$ cat src/include/cfps_pkg.sv
`default_nettype none
package cfps_pkg;
    localparam int          PC_W        = 21;
    localparam int          PTR_W       = 12;
    localparam int          LIT_W       = 6;
    localparam int          SEL_LSB     = 6;
    localparam logic [7:0]  SUB_OPCODE  = 8'hE9;
    localparam logic [PC_W-1:0] CALL_STEP = 21'h000004;
    localparam logic [1:0]  SEL_MAX     = 2'h2;
    localparam logic [PC_W-1:0] PC_RST  = 21'h000000;
    localparam logic [PTR_W-1:0] PTR_RST = 12'h000;
    localparam logic [7:0]  BYTE_RST    = 8'h00;

    // Four phases of one instruction cycle
    typedef enum logic [3:0]
    {
        CFPS_Q1 = 4'b0001,
        CFPS_Q2 = 4'b0010,
        CFPS_Q3 = 4'b0100,
        CFPS_Q4 = 4'b1000
    } cfps_phase_t;
endpackage : cfps_pkg
`default_nettype wire

$ cat src/rtl/cfps_core.sv
`timescale 1ns/1ps
`default_nettype none
module cfps_core
    import cfps_pkg::*;
(
    input  wire logic              core_clk,
    input  wire logic              arst_n,
    input  wire logic              call_start,
    input  wire logic [19:0]       call_target,
    input  wire logic              call_fast,
    input  wire logic [PC_W-1:0]   call_pc,
    input  wire logic              sub_start,
    input  wire logic [15:0]       sub_word,
    input  wire logic [7:0]        work_in,
    input  wire logic [7:0]        bank_select_in,
    input  wire logic [7:0]        flags_in,
    output logic [PC_W-1:0]        pc_q,
    output logic [PC_W-1:0]        return_stack_top_q,
    output logic                   push_q,
    output logic [7:0]             work_shadow_q,
    output logic [7:0]             bank_select_shadow_q,
    output logic [7:0]             flags_shadow_q,
    output logic [PTR_W-1:0]       indirect_pointer0_q,
    output logic [PTR_W-1:0]       indirect_pointer1_q,
    output logic [PTR_W-1:0]       indirect_pointer2_q,
    output logic                   sub_done_q,
    output logic                   busy_q
);
    cfps_phase_t        phase_q;
    logic               sub_act_q;
    logic [1:0]         sel_q;
    logic [LIT_W-1:0]   lit_q;
    logic [PTR_W-1:0]   opnd_q;
    logic [PTR_W-1:0]   diff_q;
    logic               sub_hit;
    logic               call_take;
    logic               write_now;

    // Pick a pointer by select code; code 3 never reaches here
    function automatic logic [PTR_W-1:0] ptr_pick(input logic [1:0] s, input logic [PTR_W-1:0] a,
                                                  input logic [PTR_W-1:0] b, input logic [PTR_W-1:0] c);
        case (s)
            2'h0:    ptr_pick = a;
            2'h1:    ptr_pick = b;
            default: ptr_pick = c;
        endcase
    endfunction : ptr_pick

    // Select field of a subtract word
    function automatic logic [1:0] sub_sel(input logic [15:0] w);
        sub_sel = w[SEL_LSB+1:SEL_LSB];
    endfunction : sub_sel

    // Literal field of a subtract word
    function automatic logic [LIT_W-1:0] sub_lit(input logic [15:0] w);
        sub_lit = w[LIT_W-1:0];
    endfunction : sub_lit

    // Opcode match plus a legal select; code 3 belongs to the return variant
    function automatic logic sub_legal(input logic [15:0] w);
        sub_legal = (w[15:8] == SUB_OPCODE) && (sub_sel(w) <= SEL_MAX);
    endfunction : sub_legal

    // Decode only while idle, so a word offered mid-instruction is dropped
    assign sub_hit   = sub_start && !busy_q && sub_legal(sub_word);
    // A call is refused while a subtract owns the pointer path
    assign call_take = call_start && !busy_q;
    // Write-back slot of the fourth phase
    assign write_now = (phase_q == CFPS_Q4) && sub_act_q;

    // Call completes in one clock; all effects land together
    always_ff @(posedge core_clk or negedge arst_n)
    begin
        if (!arst_n)
        begin
            pc_q               <= PC_RST;
            return_stack_top_q <= PC_RST;
            push_q             <= 1'b0;
        end
        else
        begin
            push_q <= call_take;
            if (call_take)
            begin
                pc_q               <= {call_target, 1'b0};
                return_stack_top_q <= call_pc + CALL_STEP;
            end
        end
    end

    // Shadows capture only with fast-save; otherwise held
    always_ff @(posedge core_clk or negedge arst_n)
    begin
        if (!arst_n)
        begin
            work_shadow_q        <= BYTE_RST;
            bank_select_shadow_q <= BYTE_RST;
            flags_shadow_q       <= BYTE_RST;
        end
        else if (call_take && call_fast)
        begin
            work_shadow_q        <= work_in;
            bank_select_shadow_q <= bank_select_in;
            flags_shadow_q       <= flags_in;
        end
    end

    // Phase sequencer: decode, read, process, write; Q1 holds until a word is taken, then one step per clock
    always_ff @(posedge core_clk or negedge arst_n)
    begin
        if (!arst_n)
        begin
            phase_q <= CFPS_Q1;
        end
        else
        begin
            case (phase_q)
                CFPS_Q1:
                begin
                    if (sub_hit)
                    begin
                        phase_q <= CFPS_Q2;
                    end
                end
                CFPS_Q2:
                begin
                    phase_q <= CFPS_Q3;
                end
                CFPS_Q3:
                begin
                    phase_q <= CFPS_Q4;
                end
                CFPS_Q4:
                begin
                    phase_q <= CFPS_Q1;
                end
                default:
                begin
                    phase_q <= CFPS_Q1;
                end
            endcase
        end
    end

    // Busy spans Q2 to Q4, set at the take in Q1, so no second word slips in
    always_ff @(posedge core_clk or negedge arst_n)
    begin
        if (!arst_n)
        begin
            sub_act_q <= 1'b0;
            busy_q    <= 1'b0;
        end
        else if (phase_q == CFPS_Q1 && sub_hit)
        begin
            sub_act_q <= 1'b1;
            busy_q    <= 1'b1;
        end
        else if (phase_q == CFPS_Q4)
        begin
            sub_act_q <= 1'b0;
            busy_q    <= 1'b0;
        end
    end

    // Decode: select and literal are latched at the take
    always_ff @(posedge core_clk or negedge arst_n)
    begin
        if (!arst_n)
        begin
            sel_q <= 2'h0;
            lit_q <= '0;
        end
        else if (phase_q == CFPS_Q1 && sub_hit)
        begin
            sel_q <= sub_sel(sub_word);
            lit_q <= sub_lit(sub_word);
        end
    end

    // Read: the selected pointer is sampled in the second phase
    always_ff @(posedge core_clk or negedge arst_n)
    begin
        if (!arst_n)
        begin
            opnd_q <= PTR_RST;
        end
        else if (phase_q == CFPS_Q2)
        begin
            opnd_q <= ptr_pick(sel_q, indirect_pointer0_q, indirect_pointer1_q,
                               indirect_pointer2_q);
        end
    end

    // Process: modulo difference; no flag is ever computed
    always_ff @(posedge core_clk or negedge arst_n)
    begin
        if (!arst_n)
        begin
            diff_q <= PTR_RST;
        end
        else if (phase_q == CFPS_Q3)
        begin
            diff_q <= opnd_q - {{(PTR_W-LIT_W){1'b0}}, lit_q};
        end
    end

    // Done pulse marks the write-back edge for one clock
    always_ff @(posedge core_clk or negedge arst_n)
    begin
        if (!arst_n)
        begin
            sub_done_q <= 1'b0;
        end
        else
        begin
            sub_done_q <= write_now;
        end
    end

    // Write-back in Q4; flags are never touched here
    always_ff @(posedge core_clk or negedge arst_n)
    begin
        if (!arst_n)
        begin
            indirect_pointer0_q <= PTR_RST;
            indirect_pointer1_q <= PTR_RST;
            indirect_pointer2_q <= PTR_RST;
        end
        else if (write_now)
        begin
            case (sel_q)
                2'h0:    indirect_pointer0_q <= diff_q;
                2'h1:    indirect_pointer1_q <= diff_q;
                default: indirect_pointer2_q <= diff_q;
            endcase
        end
    end
endmodule : cfps_core
`default_nettype wire

$ cat config.mk
export PLATFORM = sky130hd
export DESIGN_NAME = cfps_core
export DESIGN_NICKNAME = d
export VERILOG_FILES = /design/src/include/cfps_pkg.sv /design/src/rtl/cfps_core.sv
export SDC_FILE = /design/constraint.sdc
export NUM_CORES = 1
export LEC_CHECK = 0
export BUFFER_PORTS_ARGS = -buffer_cell sky130_fd_sc_hd__buf_2
export CORE_ASPECT_RATIO = 1.4
export CORE_MARGIN = 4
export CORE_UTILIZATION = 30
export DETAILED_ROUTE_END_ITERATION = 16
export PLACE_DENSITY = 0.64
export SLEW_MARGIN = 20
export SYNTH_ARGS = -nofsm -noshare
export SYNTH_HDL_FRONTEND = slang
export SYNTH_SLANG_ARGS = --single-unit
$ cat constraint.sdc
create_clock -name core_clk -period 2.7 [get_ports core_clk]
set_clock_uncertainty 0.1 [all_clocks]
set_input_delay 0.54 -clock core_clk [delete_from_list [all_inputs] [get_ports core_clk]]
set_output_delay 0.54 -clock core_clk [all_outputs]
set_load 0.01 [all_outputs]
# Word level (Yosys, flattened, before mapping)
# Cells that the tools add are included.
totals:
  in_bits: 86
  out_inout_bits: 105
  reg_bits: 140
op_classes:
  bitwise_logic: 1
  muxes: 5
  eq_ne: 7
  n_reduce_logical: 14
  addsub: 2
  n_lt_le_gt_ge: 1
op_table:
  columns: ["operator", "n"]
  rows:
  - ["$pmux W12 S2", 1]
  - ["$add A21 B3 Y21 const B", 1]
  - ["$pmux W4 S3", 1]
  - ["$sub A12 B6 Y12", 1]
  - ["$eq A8 B8 Y1 const B", 1]
  - ["$logic_and A1 B1 Y1", 7]
  - ["$reduce_and A2 Y1", 3]
  - ["$eq A4 B1 Y1 const B", 1]
  - ["$eq A4 B2 Y1 const B", 1]
  - ["$eq A4 B3 Y1 const B", 1]
  - ["$eq A4 B4 Y1 const B", 1]
  - ["$mux W4", 1]
  - ["$eq A2 B1 Y1 const B", 1]
  - ["$le A2 B2 Y1 const B", 1]
  - ["$logic_not A2 Y1", 1]
  - ["$mux W1", 2]
  - ["$ne A2 B2 Y1 const B", 1]
  - ["$reduce_bool A2 Y1", 1]
  - ["$reduce_or A2 Y1", 1]
  - ["$logic_not A1 Y1", 1]
  - ["$not A1 Y1", 1]

# Logic depth before layout (Yosys ltp)
depth:
  depth_word: 5
  depth_mapped: 8

# Worst setup path after synthesis
# No wires, ideal clock.
synth_path:
  path_kind: "reg-to-reg"
  start: "reg phase_q[1]"
  end: "reg diff_q[9]"
  setup_ps: 69
  stages_incl_launch_ff: 6
  period_less_slack_ps: 1977
  arrival_ps: 1808
  slack_ps: 723
  cell_sequence: "dfrtp_1 > or4b_1 > buf_2 > or4_1 > mux2_2 > nand3_1"
synth_between:
  elab_chain_cells: 1
synth_rtl:
  columns: ["element", "line_no", "text"]
  rows:
  - ["start, declared", "cfps_core.sv:29", "cfps_phase_t phase_q;"]
  - ["start signal, assigned", "cfps_core.sv:113", "phase_q <= CFPS_Q1;"]
  - ["start signal, assigned", "cfps_core.sv:122", "phase_q <= CFPS_Q2;"]
  - ["start signal, assigned", "cfps_core.sv:127", "phase_q <= CFPS_Q3;"]
  - ["$eq A4 B3 Y1", "cfps_core.sv:201", "else if (phase_q == CFPS_Q3)"]
  - ["end signal, assigned", "cfps_core.sv:203", "diff_q <= opnd_q - {{(PTR_W-LIT_W){1'b0}}, lit_q};"]
  - ["end, declared", "cfps_core.sv:34", "logic [PTR_W-1:0] diff_q;"]
# No other way between the ends.
# A chain may end at the register's enable or synchronous reset.

# Worst setup path in the final report
# Same ends and word-level chain as after synthesis.

==> out/metrics.csv <==
stage,metric,value,unit
floorplanning,die_width,128,um
sta,final_max_slew_viol_count,0,
hold_path,hp-class,input port to register,
clock_tree,htree_num_levels,4,
placement,placed_cell_area,7350,sq um
sta,rsz0062_at_grt,false,
hold_path,min_from,call_target[14],
clock_tree,cts_buffer_depth,2,
final_layout,final_cell_area,7980,sq um
floorplanning,die_h,177,um
placement,globalplace.congestion,0.777,
run,drv_cap,0,
placement,dp_hpwl,11.4,mm
synth,ys_ff_latch,140,
synth,synth_fp_nets,651,
grt,track_usage,0.144,
final_layout,antenna_cells,0,
synth,synth_top_flop_cell,dfrtp_1,
worst_setup_path,cp.arrival,2.44,ns
sta,fin_crit_sh,0.812,
route,drtIter0Drc,135,
grt,grt_pass1_wl,25.4,mm
worst_setup_path,worstSetupEndpointType,register,
final_layout,layout-drive-gt1-share,0.393,
placement,numPortBuffers,189,
synth,synth_area_leaders,"dfrtp_1, mux2_2, nand2_1",
worst_setup_path,worst-setup-path-type,register to register,
clock_tree,clk_pin_slew,0.06,ns
worst_setup_path,worst_setup_path_start_kind,register,
synth,synth.top_cell.area_share,0.572,
sta,finalCriticalPeriod,2.19,ns
synth,synth_most_common_cell,dfrtp_1,
status,status,"complete, no violations",
clock_tree,tritoncts,yes,
sta,finalSetupTns,0,ns
worst_setup_path,max_stage_delay,0.61,ns
route,wirelength,15.6,mm
synth,synth_fa_ha_area_frac,0.0177,
worst_setup_path,worstRegToRegCells,6,
worst_setup_path,cpMaxStageDelayCell,or4b_1,
synth,synth-seq-area-share,0.576,
synth,synthMuxAreaShare,0.146,
sta,hold_violations,0,
synth,yosysTopAreaCell,dfrtp_1,
pwr,powerDensity,658,nW/um^2
clock_tree,cts_inserted_buffers,17,
grt,antenna_found_initial,1,
synth,synth_area,6080,sq um
pwr,netSwitchingPower,0.00123,W
pwr,internal_power,0.00403,W
floorplanning,initial_utilization,0.305,
route,drc,0,
worst_setup_path,r2r_start,phase_q[1]$_DFFE_PN0P_,
synth,synth_edf_count,0,
synth,synth_simple_gate_area_share,0.143,
worst_setup_path,cp-startpoint,phase_q[1]$_DFFE_PN0P_,
route,antenna_left,0,
sta,max_freq,456,MHz
synth,synthCells,557,
clock_tree,root_buffer,clkbuf_16,
route,via_per_inst,4.58,
grt,grt_overflow,0,
sta,setup_viol,0,
sta,hold_ws,0.211,ns
synth,synth_commonest_cells,"dfrtp_1, nand2_1, mux2_2, o21ai_0",
pwr,p_leak,4.08,nW
synth,synth_compound_area_frac,0.0617,
pwr,switching_share,0.234,
pwr,finalPower,0.00525,W
sta,worstMarginPinSlew,0.684,ns
final_layout,layout.nets,845,
route,firstDrtPassIters,4,
synth,async_reset_ff_frac,1.00,
clock_tree,ctsResizeCount,0,
worst_setup_path,path_max_fanout,24,
clock_tree,clock_sinks,140,
route,wl_per_cell,15.4,um
grt,grt_pass1_vias,4773,
worst_setup_path,crit_path_cell_trace,"or4b_1, buf_4, inv_1, nand2_1, mux2_2, nand3_1",
final_layout,n_fill_cell,1970,
synth,synth_xor_xnor_area_share,0.0288,
pwr,p_comb_frac,0.096,
synth,yosysUniqueCellTypes,43,
pwr,power_frac_clock,0.470,
pwr,vdd_drop_max,384,uV
synth,synth_top_family_by_area,multiplexers,
synth,avgSynthCellArea,10.9,sq um
hold_path,min_path_cells,3,
final_layout,final_core_util,0.401,
pwr,seqPwrFrac,0.434,
final_layout,syn2layout_area_growth,31.2,%
floorplanning,dieArea,22700,sq um
floorplanning,coreArea,19900,sq um
floorplanning,ios,191,
worst_setup_path,worstPathRequired,2.95,ns
clock_tree,clk_latency,0.41,ns
grt,grt_max_degree,60,
sta,slew_headroom,0.540,
floorplanning,rows,61,
synth,ys_warn_count,0,
route,via_count,4638,
-- metal layers --
layer | part of all wire | up-vias | GRT usage
met4 | 0.017 | 2 | 0.0500
met2 | 0.52 | 125 | 0.247
met1 | 0.40 | 2224 | 0.165
met3 | 0.068 | 20 | 0.0524
met5 | 0.00045 | - | 0
li1 | - | 2267 | -
-- power groups by stage --
stage | sequential [W] | clock (W) | combinational [W]
2_1_floorplan | 0.00237 | 0 | 0.000171
3_3_place_gp | 0.00231 | 0 | 0.000509
3_5_place_dp | 0.00232 | 0 | 0.000517
4_1_cts | 0.00228 | 0.00254 | 0.000517
5_1_grt | 0.00230 | 0.00262 | 0.000563
6_report | 0.00228 | 0.00247 | 0.000502
-- timing repair --
| item | CTS | global route |
|---|---|---|
| buffers inserted | 0 | 0 |
| hold buffers | 1 | 0 |
| endpoints found under the hold margin | 43 | 0 |
-- cell usage in the layout (no fill, tap or decap), types with 14 or more instances in the layout --
cell,count
buf_2,188
nand2_1,126
mux2i_1,17
o21ai_0,43
clkbuf_16,17
a21oi_1,14
nand3_1,17
dfrtp_1,139
nor2_1,20
mux2_2,63
-- logic make-up after synthesis --
logic type	Yosys count
other cells	1
xor+xnor	20
compound gates	69
flops	140
mux	81
simple gates	198
buf+inv	40
fa+ha+maj	8
-- path summary, 6_finish.rpt --
check	slack (ns)	end
setup / recovery	0.51	diff_q[9]$_DFFE_PN0N_
hold / removal	0.21	pc_q[15]$_DFFE_PN0P_
setup reg to reg	0.51	diff_q[9]$_DFFE_PN0N_
hold reg to reg	0.37	pc_q[20]$_DFFE_PN0P_
max in group asynchronous	1.17	diff_q[9]$_DFFE_PN0N_
min in group asynchronous	0.51	return_stack_top_q[20]$_DFFE_PN0P_
-- state kept, by name, indices dropped and copies added, names as in the netlist, 4 cells and up --
signal	count
return_stack_top_q	21
pc_q	20
diff_q	12
indirect_pointer0_q	12
indirect_pointer1_q	12
indirect_pointer2_q	12
opnd_q	12
bank_select_shadow_q	8
flags_shadow_q	8
work_shadow_q	8
lit_q	6
phase_q	4
-- critical path: cells and delay by family (launching register included) --
kind | cells | cell delay (ns)
buf+inv | 2 | 0.56
flops | 1 | 0.42
mux | 1 | 0.27
simple gates | 3 | 0.78
-- through the flow --
| step | worst slack (ns) | std cells |
|---|---|---|
| global route | 0.259 | 1013 |
| floorplan | 0.723 | 557 |
| global placement | 0.450 | 983 |
| CTS | 0.454 | 1013 |
| detailed placement | 0.415 | 983 |
| finish | 0.507 | 1013 |
-- area by class of cell --
type	instances	area, sq um	area share
Sequential cell	140	3500	0.439
Multi-Input combinational cell	377	2430	0.304
Timing Repair Buffer	203	1070	0.134
Clock buffer	19	453	0.0567
Tap cell	252	315	0.0395
Clock inverter	10	166	0.0208
Inverter	12	45.0	0.00564
Note: power is estimated with default switching activity, not from simulation.
